<file path="src/crx_params.svh">
// Purpose: constants of the crtc vertical and start address extension
// Assumes: indexed i/o access, index port then data port
// Notes: offsets are crtc index values
`ifndef CRX_PARAMS_SVH
`define CRX_PARAMS_SVH
`define CRX_IO_IDX_MONO 16'h03b4
`define CRX_IO_DAT_MONO 16'h03b5
`define CRX_IO_IDX_COL 16'h03d4
`define CRX_IO_DAT_COL 16'h03d5
`define CRX_IDX_VDE_HI 8'h31
`define CRX_IDX_VSS_HI 8'h32
`define CRX_IDX_VBS_HI 8'h33
`define CRX_IDX_SA_UPD 8'h40
`define CRX_IDX_OFS_HI 8'h41
`define CRX_UPD_BIT 7
`define CRX_NIB_RST 4'h0
`define CRX_IDX_RST 8'h00
`define CRX_REQ_RST 1'b0
`endif

</file>
<file path="src/crx_pkg.sv">
// Purpose: shared types of the crtc extension block
// Assumes: nothing
// Notes: widths fixed by the widest extended value
package crx_pkg;
  typedef logic [11:0] crx_line_t;
  typedef logic [19:0] crx_addr_t;
  typedef logic [11:0] crx_ofs_t;
  typedef enum logic {
    CRX_COMPAT = 1'b0,
    CRX_EXT = 1'b1
  } crx_mode_t;
endpackage : crx_pkg

</file>
<file path="src/crx_ext.sv">
// Purpose: extended vertical compares, start address and row offset
// Assumes: base crtc bytes arrive as same-clock inputs
// Notes: line counter stepped by the base horizontal timing
`timescale 1ns/100ps
`include "crx_params.svh"
module crx_ext #(
  parameter int LINE_W = 12
) (
  input wire logic i_clk,
  input wire logic i_rst_n,
  input wire logic [15:0] i_io_addr,
  input wire logic i_io_wr,
  input wire logic i_io_rd,
  input wire logic [7:0] i_io_wdata,
  output logic [7:0] o_io_rdata,
  input wire crx_pkg::crx_mode_t i_ext_mode,
  input wire logic [7:0] i_display_end_low_byte,
  input wire logic [7:0] i_vertical_overflow_bits,
  input wire logic [7:0] i_sync_start_low_byte,
  input wire logic [7:0] i_blank_start_low_byte,
  input wire logic [7:0] i_max_scan_line_reg,
  input wire logic [7:0] i_start_address_high_byte,
  input wire logic [7:0] i_start_address_low_byte,
  input wire logic [7:0] i_row_offset_low_byte,
  input wire logic i_offset_dword,
  input wire logic i_line_tick,
  input wire logic i_frame_restart,
  output crx_pkg::crx_line_t o_line,
  output logic o_vdisp_active,
  output logic o_vsync_begin,
  output logic o_vblank_begin,
  output crx_pkg::crx_line_t o_display_end,
  output crx_pkg::crx_line_t o_sync_start,
  output crx_pkg::crx_line_t o_blank_start,
  output crx_pkg::crx_addr_t o_start_addr,
  output crx_pkg::crx_ofs_t o_row_offset,
  output logic [13:0] o_row_pitch_bytes
);
  import crx_pkg::*;

  generate
    if (LINE_W != 12) begin : g_bad_width
      $error("crx_ext: LINE_W must be 12");
    end
  endgenerate

  // ----------------------------------------
  // helpers
  // ----------------------------------------
  // compat keeps two top bits, extended keeps the nibble
  function automatic crx_line_t fmt_line(
    input crx_mode_t mode,
    input logic [3:0] nib,
    input logic b9,
    input logic b8,
    input logic [7:0] low
  );
    crx_line_t r;
    r = {2'b00, b9, b8, low};
    if (mode == CRX_EXT) begin
      r = {nib, low};
    end
    return r;
  endfunction : fmt_line

  // ----------------------------------------
  // indexed register port
  // ----------------------------------------
  logic [7:0] idx;
  logic [3:0] vde_nib;
  logic [3:0] vss_nib;
  logic [3:0] vbs_nib;
  logic [3:0] sa_nib;
  logic [3:0] ofs_nib;
  logic req;
  logic idx_hit;
  logic dat_hit;
  logic wr_dat;
  logic wr_sa;
  logic [7:0] rd_val;

  assign idx_hit = (i_io_addr == `CRX_IO_IDX_MONO) ||
                   (i_io_addr == `CRX_IO_IDX_COL);
  assign dat_hit = (i_io_addr == `CRX_IO_DAT_MONO) ||
                   (i_io_addr == `CRX_IO_DAT_COL);
  assign wr_dat = i_io_wr && dat_hit;
  assign wr_sa = wr_dat && (idx == `CRX_IDX_SA_UPD);

  always_ff @(posedge i_clk or negedge i_rst_n) begin
    if (!i_rst_n) begin
      idx <= `CRX_IDX_RST;
    end else if (i_io_wr && idx_hit) begin
      idx <= i_io_wdata;
    end
  end

  // reserved bits 7-4 are not stored here (bit 7 at index 40h sets req instead), software keeps them zero
  always_ff @(posedge i_clk or negedge i_rst_n) begin
    if (!i_rst_n) begin
      vde_nib <= `CRX_NIB_RST;
      vss_nib <= `CRX_NIB_RST;
      vbs_nib <= `CRX_NIB_RST;
      sa_nib <= `CRX_NIB_RST;
      ofs_nib <= `CRX_NIB_RST;
    end else if (wr_dat) begin
      case (idx)
        `CRX_IDX_VDE_HI: vde_nib <= i_io_wdata[3:0];
        `CRX_IDX_VSS_HI: vss_nib <= i_io_wdata[3:0];
        `CRX_IDX_VBS_HI: vbs_nib <= i_io_wdata[3:0];
        `CRX_IDX_SA_UPD: sa_nib <= i_io_wdata[3:0];
        `CRX_IDX_OFS_HI: ofs_nib <= i_io_wdata[3:0];
        default: ;
      endcase
    end
  end

  always_comb begin
    rd_val = 8'h00;
    case (idx)
      `CRX_IDX_VDE_HI: rd_val = {4'h0, vde_nib};
      `CRX_IDX_VSS_HI: rd_val = {4'h0, vss_nib};
      `CRX_IDX_VBS_HI: rd_val = {4'h0, vbs_nib};
      `CRX_IDX_SA_UPD: rd_val = {req, 3'h0, sa_nib};
      `CRX_IDX_OFS_HI: rd_val = {4'h0, ofs_nib};
      default: rd_val = 8'h00;
    endcase
  end

  // index port reads back the index; unmapped reads give zero
  always_ff @(posedge i_clk or negedge i_rst_n) begin
    if (!i_rst_n) begin
      o_io_rdata <= 8'h00;
    end else if (i_io_rd && idx_hit) begin
      o_io_rdata <= idx;
    end else if (i_io_rd && dat_hit) begin
      o_io_rdata <= rd_val;
    end
  end

  // ----------------------------------------
  // assembled vertical values
  // ----------------------------------------
  crx_line_t de_val;
  crx_line_t vss_val;
  crx_line_t vbs_val;

  always_comb begin
    de_val = fmt_line(i_ext_mode, vde_nib, i_vertical_overflow_bits[6],
      i_vertical_overflow_bits[1], i_display_end_low_byte);
    vss_val = fmt_line(i_ext_mode, vss_nib, i_vertical_overflow_bits[7],
      i_vertical_overflow_bits[2], i_sync_start_low_byte);
    vbs_val = fmt_line(i_ext_mode, vbs_nib, i_max_scan_line_reg[5],
      i_vertical_overflow_bits[3], i_blank_start_low_byte);
  end

  always_ff @(posedge i_clk or negedge i_rst_n) begin
    if (!i_rst_n) begin
      o_display_end <= '0;
      o_sync_start <= '0;
      o_blank_start <= '0;
    end else begin
      o_display_end <= de_val;
      o_sync_start <= vss_val;
      o_blank_start <= vbs_val;
    end
  end

  // ----------------------------------------
  // scan line counter and compares
  // ----------------------------------------
  crx_line_t next_line;
  logic line_step;
  logic vs_hit;
  logic vb_hit;

  // restart marks the first active line, so all compares count from it
  always_comb begin
    next_line = o_line;
    if (i_frame_restart) begin
      next_line = '0;
    end else if (i_line_tick) begin
      next_line = o_line + 12'h001;
    end
  end

  assign line_step = i_frame_restart || i_line_tick;
  assign vs_hit = line_step && (next_line == vss_val);
  assign vb_hit = line_step && (next_line == vbs_val);

  always_ff @(posedge i_clk or negedge i_rst_n) begin
    if (!i_rst_n) begin
      o_line <= '0;
    end else begin
      o_line <= next_line;
    end
  end

  // display end names the last active line, hence less-or-equal
  always_ff @(posedge i_clk or negedge i_rst_n) begin
    if (!i_rst_n) begin
      o_vdisp_active <= 1'b0;
      o_vsync_begin <= 1'b0;
      o_vblank_begin <= 1'b0;
    end else begin
      o_vdisp_active <= (next_line <= de_val);
      o_vsync_begin <= vs_hit;
      o_vblank_begin <= vb_hit;
    end
  end

  // ----------------------------------------
  // start address
  // ----------------------------------------
  logic xfer;
  crx_addr_t sa_ext;
  crx_addr_t sa_compat;

  assign xfer = vs_hit && (i_ext_mode == CRX_EXT) && req;
  assign sa_ext = {sa_nib, i_start_address_high_byte,
                   i_start_address_low_byte};
  assign sa_compat = {4'h0, i_start_address_high_byte,
                      i_start_address_low_byte};

  // a software write beats the hardware clear in the same cycle
  always_ff @(posedge i_clk or negedge i_rst_n) begin
    if (!i_rst_n) begin
      req <= `CRX_REQ_RST;
    end else if (wr_sa) begin
      req <= i_io_wdata[`CRX_UPD_BIT];
    end else if (xfer) begin
      req <= 1'b0;
    end
  end

  // compat also loads only at vsync, so mid-frame writes never tear
  always_ff @(posedge i_clk or negedge i_rst_n) begin
    if (!i_rst_n) begin
      o_start_addr <= '0;
    end else if (xfer) begin
      o_start_addr <= sa_ext;
    end else if (vs_hit && (i_ext_mode == CRX_COMPAT)) begin
      o_start_addr <= sa_compat;
    end
  end

  // ----------------------------------------
  // row offset
  // ----------------------------------------
  crx_ofs_t ofs_val;

  always_comb begin
    ofs_val = {4'h0, i_row_offset_low_byte};
    if (i_ext_mode == CRX_EXT) begin
      ofs_val = {ofs_nib, i_row_offset_low_byte};
    end
  end

  // pitch in bytes: two per word, four per doubleword
  always_ff @(posedge i_clk or negedge i_rst_n) begin
    if (!i_rst_n) begin
      o_row_offset <= '0;
      o_row_pitch_bytes <= 14'h0000;
    end else begin
      o_row_offset <= ofs_val;
      if (i_offset_dword) begin
        o_row_pitch_bytes <= {ofs_val, 2'b00};
      end else begin
        o_row_pitch_bytes <= {1'b0, ofs_val, 1'b0};
      end
    end
  end

  // ----------------------------------------
  // assertions
  // ----------------------------------------
  property p_de_compat;
    @(posedge i_clk) disable iff (!i_rst_n)
    (i_ext_mode == CRX_COMPAT) |=> o_display_end ==
      {2'b00, $past(i_vertical_overflow_bits[6]),
       $past(i_vertical_overflow_bits[1]), $past(i_display_end_low_byte)};
  endproperty
  a_de_compat: assert property (p_de_compat) else $error("compat display end wrong");
  property p_de_ext;
    @(posedge i_clk) disable iff (!i_rst_n)
    (i_ext_mode == CRX_EXT) |=> o_display_end[11:8] == $past(vde_nib);
  endproperty
  a_de_ext: assert property (p_de_ext) else $error("extended display end nibble wrong");
  property p_ext_ignored;
    @(posedge i_clk) disable iff (!i_rst_n)
    (i_ext_mode == CRX_COMPAT) |=>
      (o_sync_start[11:10] == 2'b00) && (o_blank_start[11:10] == 2'b00);
  endproperty
  a_ext_ignored: assert property (p_ext_ignored) else $error("extension bits used in compat mode");
  property p_vs_line;
    @(posedge i_clk) disable iff (!i_rst_n)
    o_vsync_begin |-> (o_line == o_sync_start);
  endproperty
  a_vs_line: assert property (p_vs_line) else $error("vsync began on wrong line");
  property p_vb_line;
    @(posedge i_clk) disable iff (!i_rst_n)
    o_vblank_begin |-> (o_line == o_blank_start);
  endproperty
  a_vb_line: assert property (p_vb_line) else $error("vblank began on wrong line");
  property p_line_zero;
    @(posedge i_clk) disable iff (!i_rst_n)
    i_frame_restart |=> (o_line == 12'h000);
  endproperty
  a_line_zero: assert property (p_line_zero) else $error("frame restart did not give line zero");
  property p_xfer_load;
    @(posedge i_clk) disable iff (!i_rst_n)
    xfer |=> (o_start_addr == $past(sa_ext)) && (!req || $past(wr_sa));
  endproperty
  a_xfer_load: assert property (p_xfer_load) else $error("start address load or request clear wrong");
  property p_addr_stable;
    @(posedge i_clk) disable iff (!i_rst_n)
    !vs_hit |=> $stable(o_start_addr);
  endproperty
  a_addr_stable: assert property (p_addr_stable) else $error("start address moved between vsyncs");
  property p_req_compat;
    @(posedge i_clk) disable iff (!i_rst_n)
    ((i_ext_mode == CRX_COMPAT) && req && !wr_sa) |=> req;
  endproperty
  a_req_compat: assert property (p_req_compat) else $error("request acted on in compat mode");
  property p_ofs_compat;
    @(posedge i_clk) disable iff (!i_rst_n)
    (i_ext_mode == CRX_COMPAT) |=>
      o_row_offset == {4'h0, $past(i_row_offset_low_byte)};
  endproperty
  a_ofs_compat: assert property (p_ofs_compat) else $error("compat row offset wrong");

  c_xfer: cover property (@(posedge i_clk) disable iff (!i_rst_n) xfer);
  c_vsync: cover property (@(posedge i_clk) disable iff (!i_rst_n) o_vsync_begin);
  c_vblank: cover property (@(posedge i_clk) disable iff (!i_rst_n) o_vblank_begin);
  c_compat_load: cover property (@(posedge i_clk) disable iff (!i_rst_n)
    vs_hit && (i_ext_mode == CRX_COMPAT));

endmodule : crx_ext

</file>
<file path="config.mk">
export PLATFORM = sky130hd
export DESIGN_NAME = crx_ext
export DESIGN_NICKNAME = d
export VERILOG_FILES = /design/src/crx_pkg.sv /design/src/crx_ext.sv
export VERILOG_INCLUDE_DIRS = /design/src
export SDC_FILE = /design/constraint.sdc
export NUM_CORES = 1
export LEC_CHECK = 0
export ABC_CLOCK_PERIOD_IN_PS = 7300
export BUFFER_PORTS_ARGS = -buffer_cell sky130_fd_sc_hd__buf_4
export CAP_MARGIN = 30
export CORE_ASPECT_RATIO = 1.2
export CORE_MARGIN = 1.5
export CORE_UTILIZATION = 40
export CTS_CLUSTER_SIZE = 20
export DETAILED_ROUTE_END_ITERATION = 10
export GPL_TIMING_DRIVEN = 1
export PLACE_DENSITY = 0.72
export REMOVE_ABC_BUFFERS = 1
export SLEW_MARGIN = 20
export SYNTH_ARGS = -nofsm -noshare
export SYNTH_HDL_FRONTEND = slang
export SYNTH_SLANG_ARGS = --single-unit
</file>
<file path="constraint.sdc">
create_clock -name i_clk -period 7.3 [get_ports i_clk]
set_input_delay 1.095 -clock i_clk [delete_from_list [all_inputs] [get_ports i_clk]]
set_output_delay 1.095 -clock i_clk [all_outputs]
set_load 0.02 [all_outputs]
</file>
== After elaboration in Yosys (flattened, before gate mapping) ==
Index checks and enable logic that the tools add are counted.

* Multiplexer cells: 14
* Add/subtract/negate cells: 1
* Magnitude comparators: 1
* Reduce and logical (&&, ||, !) cells: 21
* Equal/unequal tests: 11
* Shift-type cells: 0
* Div/mod/pow operators: 0
* Bitwise gates (word level): 1
* $mul: 0

{| class="wikitable"
|+ Operator list
! operator !! count
|-
| $mux 12 || 6
|-
| $eq 16x10->1 const B || 4
|-
| $mux 20 || 2
|-
| $pmux 8 s5 || 1
|-
| $eq 12x12->1 || 2
|-
| $eq 8x6->1 const B || 3
|-
| $eq 8x7->1 const B || 2
|-
| $mux 8 || 2
|-
| $mux 14 || 1
|-
| $add 12x1->12 const B || 1
|-
| $le 12x12->1 || 1
|-
| $logic_and 1x1->1 || 10
|-
| $reduce_and 2->1 || 5
|-
| $reduce_bool 2->1 || 3
|-
| $logic_or 1x1->1 || 3
|-
| $mux 1 || 2
|-
| $not 1->1 || 1
|}

* Memories kept: 0
* Bits in latches: 0
* Input bits: 96
* Output and inout port bits: 105
* RAM bits: 0
* Bits in read-only memories: 0
* Register bits after elaboration: 134
* Word-level logic and storage cells: 67

== Longest topological paths before layout ==
Gate-level depths: netlist of the first run.

* Depth in word-level cells: 9
* Gate-level depth with buffers: 13
* Mapped depth without buffers: 12

== Worst setup path before layout of the first run ==
OpenSTA, ideal clock, no wires.

* Path kind: input to register
* Start: in i_line_tick
* End: reg o_start_addr[10]
* Cell stages on the path: 10
* Setup time: 125 ps
* Path slack: 3,695 ps
* Data arrival time: 3,480 ps
* Path buffers: 3
* Required time: 7,175 ps
* Cells stage by stage: buf_6 nand4_2 nor4_1 mux2i_1 xnor2_1 nand3b_1 or4_1 buf_6 buf_12 mux2_4

* Word-level cells in the longest chain between the ends: 7
* Elaborated cells on any way between the ends: 10
* Those cells by class: eq/ne (1); mux (3); reduce/logical (6)

{| class="wikitable"
|+ Ends and longest elaborated chain
! item !! line !! RTL
|-
| start, declared || crx_ext.sv:26 || <nowiki>input wire logic i_line_tick,</nowiki>
|-
| $mux 12 || crx_ext.sv:181 || <nowiki>end else if (i_line_tick) begin</nowiki>
|-
| $mux 12 || crx_ext.sv:179 || <nowiki>if (i_frame_restart) begin</nowiki>
|-
| $eq 12x12->1 || crx_ext.sv:187 || <nowiki>assign vs_hit = line_step && (next_line == vss_val);</nowiki>
|-
| $logic_and 1x1->1 (*) || crx_ext.sv:187 ||
|-
| $logic_and 1x1->1 (2 in a row) || crx_ext.sv:218 || <nowiki>assign xfer = vs_hit && (i_ext_mode == CRX_EXT) && req;</nowiki>
|-
| $mux 20 / $reduce_bool 2->1 (equally long branches) || n/a ||
|-
| end signal, assigned || crx_ext.sv:240 || <nowiki>o_start_addr <= sa_ext;</nowiki>
|-
| end signal, assigned || crx_ext.sv:242 || <nowiki>o_start_addr <= sa_compat;</nowiki>
|-
| end, declared || crx_ext.sv:35 || <nowiki>output crx_pkg::crx_addr_t o_start_addr,</nowiki>
|}

Mark *: on every way between the ends. The rest lies on a longest branch, timed or not.
A chain may end at the register's enable or synchronous reset.

== Final worst setup path of the first run ==
* Start: in i_line_tick
* End: reg o_start_addr[15]

* Word-level cells in the longest chain between the ends: 7
* Elaborated cells on any way between the ends: 10
* Those cells by class: eq/ne (1); mux (3); reduce/logical (6)

{| class="wikitable"
|+ Ends and longest elaborated chain
! item !! line !! RTL
|-
| $mux 12 (*) || crx_ext.sv:181 ||
|-
| $mux 12 (*) || crx_ext.sv:179 ||
|-
| net next_line[8] || crx_ext.sv:171 || <nowiki>crx_line_t next_line;</nowiki>
|-
| $eq 12x12->1 (*) || crx_ext.sv:187 ||
|-
| $logic_and 1x1->1 (*) || crx_ext.sv:187 ||
|-
| $logic_and 1x1->1 (2 in a row) || crx_ext.sv:218 ||
|-
| $mux 20 / $reduce_bool 2->1 (equally long branches) || n/a ||
|}

The timed path passes the listed nets; every way through them passes the cells marked *.

==> impl_metrics.tcl, run 1 <==
set metrics [dict create \
    power_frac_comb_pct 9.3 \
    yosys-top-cells-area "dfrtp_1 (57%), mux2_2 (11%), ha_1 (2.8%)" \
    seqPwrFrac_pct 45.0 \
    post-synth-top-count-cell "dfrtp_1" \
    synth_common_cells "dfrtp_1 (133), mux2_2 (55), inv_1 (26)" \
    numCtsBuffers 17 \
    ys_ff_latch 133 \
    cts_buffer_depth 2 \
    htreeDepth 4 \
    required_ns 7.59 \
    synth.top_cell.area_share_pct 57.1 \
    grt_max_degree 51 \
    setup_tns_ns 0 \
    p_switching_w 0.000381 \
    rsz0062_at_grt "no" \
    ant_nets 0 \
    p_int_w 0.00132 \
    critPathTopFamily "simple AND/OR/NAND/NOR gates" \
    grt_pass1_wl_um 22700 \
    hold_buffers 0 \
    routed_wl_um 13900 \
    diodes 0 \
    clockRootBuffer "clkbuf_16" \
    arrival_ns 4.15 \
    drc 0 \
    worst-setup-path-type "input port to flip-flop" \
    n_fill_cell 1228 \
    multi_input_area_um2 2310 \
    num_vias 4234 \
    post-place-ws_ns 2.96 \
    cp_max_fo 16 \
    finalCritPeriodShare_pct 52.8 \
    design_area_um2 7940 \
    min_period_ns 3.86 \
    setup_viol 0 \
    hp-class "flip-flop to flip-flop" \
    switching_share_pct 22.4 \
    skew_ns 0.00952 \
    status "complete, no violations" \
    syn_to_final_growth_pct 36.3 \
    dpl.hpwl_um 10500 \
    netlist_instances 463 \
    cp-end-kind "flip-flop" \
    postCtsSetupBuffers 0 \
    dpl_cell_area_um2 7410 \
    critPathSlowestCell "or4_1" \
    finalNetCount 768 \
    wl_per_cell_um 16.4 \
    initial_core_util_pct 40.8 \
    maxSlewViolCount 0 \
    fin_ws_ns 3.44 \
    reg2reg_from "o_line[0]$_DFF_PN0_" \
    holdWs_ns 0.497 \
    seq_area_um2 3330 \
    grt_pass1_vias 4447 \
    clkPwrFrac_pct 45.7 \
    netlist_area_um2 5830 \
    worstMarginPinSlew_ns 0.985 \
    ios 201 \
    ctsResizeCount 0 \
    drt-initial-drc-count 135 \
    r2r-end "o_start_addr[15]$_DFFE_PN0P_" \
    grt_usage_pct 19.2 \
    firstDrtPassIters 4 \
    max_cap_viol_count 0 \
    ir_worst_vdd_mv 0.114 \
    hp-start "o_io_rdata[1]$_DFFE_PN0P_" \
    hold_violations 0 \
    p_leak_nw 4.07 \
    r2r_cells 8 \
    cts_tree "done" \
    globalplace.congestion 0.803 \
    total_power_w 0.00170 \
    path_cells "buf_4 -> nand4_4 -> or3_1 -> a21oi_1 -> xnor2_1 -> nand4_1 -> or4_1 -> mux2_4" \
    place.port_buffers 189 \
    synth_edf_count 0 \
    synthFlopType "dfrtp_1" \
    holdPathStages 2 \
    yosys.area.top_type "dfrtp_1" \
    insertion_delay_ns 0.41 \
    slew_headroom_pct 33.4 \
    critPathBufInv 1 \
    die_h_um 135 \
    yosysWarnings 0 \
    max_stage_delay_ns 0.98 \
    die_area_um2 15300 \
    clk_pin_slew_worst_paths_ns 0.06 \
    synth-async-reset-ratio_pct 100 \
    cts_sinks 133 \
    p_per_area_nw_per_um2 214 \
    design.core.area_um2 14300 \
    viasPerCell 5.02 \
    reg2reg_slack_ns 3.47 \
    worst_setup_path_start_kind "input port" \
    ys_types 50 \
    antenna_found_initial 0 \
    gr-total-overflow 0 \
    layout-drive-gt1-share_pct 43.9 \
    timing.fmax_mhz 259 \
    rows 48 \
    ys_seq_area_share_pct 57.1 \
    whs_endpoint "o_io_rdata[1]$_DFFE_PN0P_" \
    postSynthAreaPerCell_um2 12.6 \
    chipWidth_um 113 \
]
## metrics by stage
| stage | instances | utilization [%] |
|---|---|---|
| 5_1_grt | 843 | 55.6 |
| 4_1_cts | 843 | 55.6 |
| 2_1_floorplan | 449 | - |
| 6_report | 843 | 55.6 |
| 3_3_place_gp | 814 | 51.7 |
| 3_5_place_dp | 815 | 51.8 |
## cell families (layout without fill, tap and decap cells)
group / after synthesis / in the layout / share of synthesized area (%)
AND/OR/NAND/NOR: 122 / 122 / 12.2
buffers and inverters: 40 / 245 / 3.26
adder cells (fa/ha/maj): 13 / 13 / 2.79
AO/OA/AOI/OAI: 52 / 52 / 5.45
XOR/XNOR: 24 / 24 / 3.61
multiplexers: 78 / 78 / 15.5
other: 1 / 1 / 0.0644
flip-flops: 133 / 133 / 57.1
## cells in the final DEF (no fill, tap or decap), drive strengths merged, types with 5 or more instances in the layout
| master | n |
|---|---|
| nor2b | 16 |
| ha | 13 |
| xor2 | 9 |
| o21ai | 21 |
| nor3 | 9 |
| nand2b | 6 |
| nand4 | 11 |
| buf | 191 |
| or4 | 6 |
| nand2 | 19 |
| mux2 | 65 |
| a21oi | 11 |
| nand3 | 12 |
| clkbuf | 23 |
| nor4 | 5 |
| nor2 | 19 |
| dfrtp | 133 |
| inv | 26 |
| and2 | 7 |
| mux2i | 13 |
| xnor2 | 15 |
## registers in the layout (all words and copies together), names as in the netlist, 4 cells and up
signal and count:
o_start_addr 20, o_row_pitch_bytes 13, o_blank_start 12, o_display_end 12, o_line 12, o_row_offset 12, o_sync_start 12, idx 8
o_io_rdata 8, ofs_nib 4, sa_nib 4, vbs_nib 4, vde_nib 4, vss_nib 4
## power by group through the flow
stage	Sequential, W	Clock (W)	Combinational (W)
4_1_cts	0.000764	0.000793	0.000160
5_1_grt	0.000765	0.000827	0.000172
2_1_floorplan	0.000800	0	0.0000340
6_report	0.000764	0.000776	0.000158
3_3_place_gp	0.000776	0	0.000154
3_5_place_dp	0.000777	0	0.000160
## worst max-delay path by stage
stage / from / endpoint / slack (ns) / depth (start not counted)
CTS: i_line_tick / o_start_addr[15]$_DFFE_PN0P_ / 3.40 / 8
floorplan: i_line_tick / o_start_addr[10]$_DFFE_PN0P_ / 3.68 / 7
finish: i_line_tick / o_start_addr[15]$_DFFE_PN0P_ / 3.44 / 8
global route: o_line[0]$_DFF_PN0_ / o_start_addr[10]$_DFFE_PN0P_ / 3.17 / 8
detailed placement: i_line_tick / o_start_addr[15]$_DFFE_PN0P_ / 2.96 / 8
global placement: i_line_tick / o_start_addr[9]$_DFFE_PN0P_ / 3.08 / 8
## tightest hold or removal path, cell delays in order, from the launching register on
cell     delay [ns]
dfrtp_1        0.35
nand2_1        0.05
o21ai_0        0.06
## routing by layer
layer / part of all wire, % / global-route usage, % / vias up
li1: - / - / 2009
met2: 52 / 33.5 / 149
met3: 5.7 / 4.70 / 22
met5: 0 / 0 / -
met1: 41 / 22.6 / 2054
met4: 2.1 / 8.13 / 0
## cell type report
cell class	count	share of cell area (%)
clock buffer	23	6.02
tap	175	2.76
multi-input combinational	290	29.1
timing repair buffer	191	18.4
sequential	133	41.9
clock inverter	5	0.662
inverter	26	1.23
Power figures use the tool's default switching activity.
==> inputs of run 2 (changes only) <==
--- a/config.mk
+++ b/config.mk
@@ -6,7 +6,8 @@
 export SDC_FILE = /design/constraint.sdc
 export NUM_CORES = 1
 export LEC_CHECK = 0
-export ABC_CLOCK_PERIOD_IN_PS = 7300
+export ABC_AREA = 1
+export ABC_CLOCK_PERIOD_IN_PS = 3900
 export BUFFER_PORTS_ARGS = -buffer_cell sky130_fd_sc_hd__buf_4
 export CAP_MARGIN = 30
 export CORE_ASPECT_RATIO = 1.2
==> constraint.sdc (replaced) <==
create_clock -name i_clk -period 3.9 [get_ports i_clk]
set_input_delay 0.585 -clock i_clk [delete_from_list [all_inputs] [get_ports i_clk]]
set_output_delay 0.585 -clock i_clk [all_outputs]
set_load 0.02 [all_outputs]
==> impl_metrics.tcl, run 2 <==
set metrics [dict create \
    worst_setup_path_start_kind "flip-flop" \
    r2r_cells 12 \
    antenna_found_initial 0 \
    ys_types 40 \
    synthFlopType "dfrtp_1" \
    ys_seq_area_share_pct 54.8 \
    drc 0 \
    gr-total-overflow 0 \
    final_core_util_pct 56.3 \
    numCtsBuffers 17 \
    synth_common_cells "nand2_1 (190), dfrtp_1 (133), inv_1 (107)" \
    ctsResizeCount 0 \
    reg.largest.list "o_start_addr: 20 flops, o_row_pitch_bytes: 13 flops" \
    cts_buffer_depth 2 \
    crit_top_cell "nand2_1" \
    final_common_cell "buf_4" \
    diodes 0 \
    die_h_um 138 \
    maxSlewViolCount 0 \
    largest_register_ffs 20 \
    design.core.area_um2 14900 \
    wl_per_cell_um 13.9 \
    clk_pin_slew_worst_paths_ns 0.06 \
    p_leak_nw 4.55 \
    final_cell_mix "buf_4 (192), nand2_1 (190), dfrtp_1 (133), inv_1 (107), o21ai_0 (57)" \
    slew_headroom_pct 55.5 \
    finalCritPeriodShare_pct 65.3 \
    die_area_um2 15900 \
    netlist_instances 688 \
    initial_core_util_pct 40.7 \
    crit_cells 12 \
    grt_util_met1_pct 24.1 \
    min_period_ns 2.55 \
    grt_pass1_vias 5223 \
    chipWidth_um 115 \
    gr-usage-met2_pct 34.2 \
    cp-end-kind "flip-flop" \
    rows 49 \
    path_cells "ha_1 -> nand2_4 -> nor2_8 -> nand2_2 -> o21ai_2 -> nand3_2 -> nand2_1 -> nand2_1 -> nor2_2 -> nand4_2 -> nand2_1 -> nand2_1" \
    fin_ws_ns 1.35 \
    setup_tns_ns 0 \
    status "complete, no violations" \
    globalplace.congestion 0.837 \
    setup_viol 0 \
    max_stage_delay_ns 0.44 \
    cts_sinks 133 \
    synth-async-reset-ratio_pct 100 \
    synth.top_cell.area_share_pct 54.8 \
    dpl.hpwl_um 11400 \
    worst-setup-path-type "flip-flop to flip-flop" \
    place.port_buffers 189 \
    critPathTopFamily "simple AND/OR/NAND/NOR gates" \
    timing.fmax_mhz 392 \
    drt-initial-drc-count 284 \
    max_cap_viol_count 0 \
    p_per_area_nw_per_um2 422 \
    design_area_um2 8380 \
    firstDrtPassIters 5 \
    postSynthAreaPerCell_um2 8.82 \
    post-synth-top-count-cell "nand2_1" \
    postCtsSetupBuffers 0 \
    grt_pass1_wl_um 24600 \
    grt_usage_pct 19.9 \
    insertion_delay_ns 0.41 \
    htreeDepth 4 \
    arrival_ns 2.84 \
    critPathBufInv 0 \
    worstMarginPinSlew_ns 0.661 \
    hp-class "input port to async pin" \
    critPathSlowestCell "nand4_2" \
    ios 201 \
    ys_ff_latch 133 \
    top_usage_layer "met2" \
    skew_ns 0.0109 \
    required_ns 4.19 \
    netlist_area_um2 6070 \
    synth_edf_count 0 \
    num_vias 5251 \
    cp_max_fo 20 \
    routed_wl_um 15300 \
    yosys-top-cells-area "dfrtp_1 (55%), nand2_1 (12%), inv_1 (6.6%)" \
    hold_violations 0 \
    finalNetCount 995 \
    ir_worst_vdd_mv 0.248 \
    ant_nets 0 \
    hold_buffers 0 \
    cts_tree "done" \
    post-place-ws_ns 1.22 \
    syn_to_final_growth_pct 38.0 \
    yosys.area.top_type "dfrtp_1" \
    clockRootBuffer "clkbuf_16" \
    grt_max_degree 106 \
    rsz0062_at_grt "no" \
    layout-drive-gt1-share_pct 29.0 \
    regMostFlops "o_start_addr" \
    viasPerCell 4.76 \
    dpl_cell_area_um2 7680 \
    yosysWarnings 0 \
    gr-usage-met3_pct 4.37 \
]
## run 2: cell types whose count changed in the layout (fill, tap and decap cells not counted), sizes merged, moves of 8 or more
cell	previous run	this run
o21ai	21	58
mux2i	13	0
nand3	12	27
nor2	19	41
xnor2	15	0
nand4	11	42
nor2b	16	0
nand2	19	197
inv	26	108
mux2	65	1
or2	0	8
## run 2: where the power goes
group / internal [W] / switching, W
Clock: 0.00122 / 0.000569
Sequential: 0.00142 / 0.0000120
Combinational: 0.000134 / 0.000182
## run 2: cell type report
type / instances / area, um^2
Clock inverter: 8 / 168
Clock buffer: 24 / 502
Inverter: 108 / 405
Multi-Input combinational cell: 432 / 2240
Fill cell: 1410 / 6520
Timing Repair Buffer: 194 / 1480
Tap cell: 204 / 255
Sequential cell: 133 / 3330
## run 2: layer usage
metal	part of all wire, %	wire length (um)
met4	2.5	379
met3	5.1	773
met1	41	6290
met2	51	7850
met5	0	0
## run 2: logic make-up (layout without fill, tap and decap cells)
| family | count (synthesis) | after routing | share of synthesized area (%) |
|---|---|---|---|
| simple gates | 325 | 325 | 25.3 |
| other cells | 1 | 1 | 0.0618 |
| fa+ha+maj | 13 | 13 | 2.68 |
| mux | 1 | 1 | 0.185 |
| compound gates | 87 | 87 | 8.02 |
| buf+inv | 123 | 334 | 8.24 |
| xor+xnor | 5 | 5 | 0.721 |
| flops | 133 | 133 | 54.8 |
## run 2: final timing paths
kind                                              from  slack [ns]                            to
min in group i_clk           i_display_end_low_byte[2]        0.29    o_display_end[2]$_DFF_PN0_
min                                            i_rst_n        0.10     o_row_offset[4]$_DFF_PN0_
min reg2reg                o_start_addr[9]$_DFFE_PN0P_        0.47   o_start_addr[9]$_DFFE_PN0P_
max                                o_line[0]$_DFF_PN0_        1.35  o_start_addr[19]$_DFFE_PN0P_
max in group asynchronous                      i_rst_n        2.90        vss_nib[3]$_DFFE_PN0P_
max reg2reg                        o_line[0]$_DFF_PN0_        1.35  o_start_addr[19]$_DFFE_PN0P_
## run 2: per-stage QoR
stage / hold slack, ns / total power, W / instances
floorplan: 0.289 / 0.00157 / 673
global placement: 0.456 / 0.00176 / 1070
detailed placement: 0.460 / 0.00177 / 1070
CTS: 0.272 / 0.00357 / 1102
global route: 0.120 / 0.00367 / 1103
finish: 0.101 / 0.00353 / 1103
==> inputs of run 3 (changes only) <==
--- a/config.mk
+++ b/config.mk
@@ -7,7 +7,7 @@
 export NUM_CORES = 1
 export LEC_CHECK = 0
 export ABC_AREA = 1
-export ABC_CLOCK_PERIOD_IN_PS = 3900
+export ABC_CLOCK_PERIOD_IN_PS = 2100
 export BUFFER_PORTS_ARGS = -buffer_cell sky130_fd_sc_hd__buf_4
 export CAP_MARGIN = 30
 export CORE_ASPECT_RATIO = 1.2
@@ -16,7 +16,7 @@
 export CTS_CLUSTER_SIZE = 20
 export DETAILED_ROUTE_END_ITERATION = 10
 export GPL_TIMING_DRIVEN = 1
-export PLACE_DENSITY = 0.72
+export PLACE_DENSITY = 0.74
 export REMOVE_ABC_BUFFERS = 1
 export SLEW_MARGIN = 20
 export SYNTH_ARGS = -nofsm -noshare
==> constraint.sdc (replaced) <==
create_clock -name i_clk -period 2.1 [get_ports i_clk]
set_input_delay 0.315 -clock i_clk [delete_from_list [all_inputs] [get_ports i_clk]]
set_output_delay 0.315 -clock i_clk [all_outputs]
set_load 0.02 [all_outputs]
==> impl_metrics.tcl, run 3 (synthesis gave the netlist of run 2 again) <==
set metrics [dict create \
    initial_core_util_pct 40.7 \
    numCtsBuffers 17 \
    ir_worst_vdd_mv 0.560 \
    rows 49 \
    die_h_um 138 \
    status "finished, violations left" \
    antenna_found_initial 0 \
    cp_max_fo 6 \
    num_vias 5506 \
    syn_to_final_growth_pct 48.8 \
    chipWidth_um 115 \
    globalplace.congestion 0.863 \
    skew_ns 0.0111 \
    final_common_cell "buf_4" \
    p_leak_nw 4.83 \
    timing.fmax_mhz 473 \
    finalCritPeriodShare_pct 101 \
    violations "setup timing" \
    holdWs_ns 0.0183 \
    gr-usage-met3_pct 4.33 \
    drc 0 \
    p_per_area_nw_per_um2 700 \
    cp-end-kind "flip-flop" \
    diodes 0 \
    n_fill_cell 1248 \
    die_area_um2 15900 \
    critPathBufInv 3 \
    layout-drive-gt1-share_pct 37.4 \
    final_cell_mix "buf_4 (230), nand2_1 (161), dfrtp_1 (132), inv_1 (104), o21ai_0 (56)" \
    regMostFlops "o_start_addr" \
    place_inst 1103 \
    setup_viol 1 \
    ant_nets 0 \
    design.core.area_um2 14900 \
    max_stage_delay_ns 0.40 \
    viasPerCell 4.78 \
    layout.cells.non_filler 1152 \
    hold_violations 0 \
    max_cap_viol_count 0 \
    gr-usage-met2_pct 35.0 \
    slew_headroom_pct 61.0 \
    min_period_ns 2.11 \
    top_usage_layer "met2" \
    maxSlewViolCount 0 \
    rsz0062_at_grt "yes" \
    finalNetCount 1044 \
    fin_ws_ns -0.0133 \
    total_power_w 0.00633 \
    reg2reg_slack_ns -0.01 \
    grt_usage_pct 20.3 \
    ios 201 \
    largest_register_ffs 20 \
    drt-initial-drc-count 272 \
    routed_wl_um 16400 \
    cts_buffer_depth 2 \
    grt_util_met1_pct 23.7 \
    clockRootBuffer "clkbuf_16" \
    grt_pass1_vias 5348 \
    path_cells "nand2_1 -> nor2_1 -> buf_4 -> nand4_1 -> nand3_2 -> inv_1 -> ha_4 -> nand2_2 -> inv_2 -> nand3_2 -> nor2_1 -> nand2_1 -> o2111ai_1 -> o41ai_1" \
    place.port_buffers 189 \
    grt_pass1_wl_um 25000 \
    critPathSlowestCell "dfrtp_1" \
    clk_pin_slew_worst_paths_ns 0.06 \
    worst_setup_path_start_kind "flip-flop" \
    insertion_delay_ns 0.41 \
    dpl.hpwl_um 11900 \
    firstDrtPassIters 5 \
    htreeDepth 4 \
    required_ns 2.38 \
    grt_max_degree 62 \
    worst-setup-path-type "flip-flop to flip-flop" \
    wl_per_cell_um 14.3 \
    cts_tree "done" \
    critPathTopFamily "simple AND/OR/NAND/NOR gates" \
    arrival_ns 2.40 \
    worstMarginPinSlew_ns 0.585 \
    cts_sinks 133 \
    reg.largest.list "o_start_addr: 20 flops, o_row_pitch_bytes: 13 flops" \
    gr-total-overflow 0 \
    hp-class "input port to flip-flop" \
]
[run 3: cell count changes in the layout (fill, tap and decap cells not counted), sizes merged]
cell,previous run,this run
clkinv,2,6
bufinv,5,3
dlygate4sd3,0,1
buf,194,239
nor2,41,42
inv,108,109
clkinvlp,1,3
clkbuf,24,21
[run 3: final cells by class]
| class | instances | area (um^2) | area share, % |
|---|---|---|---|
| sequential | 133 | 3330 | 36.9 |
| timing repair buffer | 242 | 1950 | 21.6 |
| clock inverter | 13 | 155 | 1.72 |
| tap | 204 | 255 | 2.83 |
| clock buffer | 19 | 453 | 5.01 |
| multi-input combinational | 433 | 2490 | 27.5 |
| inverter | 108 | 405 | 4.49 |
[run 3: timing repair]
action	4_1_cts	5_1_grt
hold buffers	1	0
buffers inserted	3	10
endpoints found under the setup margin	21	22
gates resized for setup	12	50
endpoints found under the hold margin	59	0
gates cloned	1	2
pin swaps	8	3
[run 3: worst paths after layout]
kind	from	end	cells past startpoint
max	o_line[4]$_DFF_PN0_	o_vdisp_active$_DFF_PN0_	14
min	i_display_end_low_byte[3]	o_display_end[3]$_DFF_PN0_	1
max reg2reg	o_line[4]$_DFF_PN0_	o_vdisp_active$_DFF_PN0_	14
min reg2reg	o_start_addr[0]$_DFFE_PN0P_	o_start_addr[0]$_DFFE_PN0P_	2
max in group asynchronous	i_rst_n	o_line[1]$_DFF_PN0_	3
min in group asynchronous	i_rst_n	o_display_end[9]$_DFF_PN0_	2
[run 3: through the flow]
step | instance area [um^2] | util [%] | setup slack (ns) | TNS, ns
6_report | 9030 | 60.6 | -0.0133 | -0.0133
2_1_floorplan | 5980 | - | -0.298 | -6.06
3_3_place_gp | 8010 | 53.7 | -0.0570 | -0.0570
4_1_cts | 8700 | 58.4 | 0.000415 | 0
3_5_place_dp | 8010 | 53.7 | -0.121 | -0.149
5_1_grt | 9030 | 60.6 | -0.200 | -2.34
[run 3: power breakdown]
| part | internal, W | leakage [nW] | switching, W |
|---|---|---|---|
| clock network | 0.00192 | 0.295 | 0.00110 |
| registers | 0.00263 | 1.61 | 0.0000242 |
| logic | 0.000287 | 2.92 | 0.000365 |
[run 3: layer usage]
metal / wire length (um) / vias up
met5: 0 / -
met4: 512 / 0
met3: 743 / 37
met2: 8420 / 169
met1: 6740 / 2593
li1: - / 2707
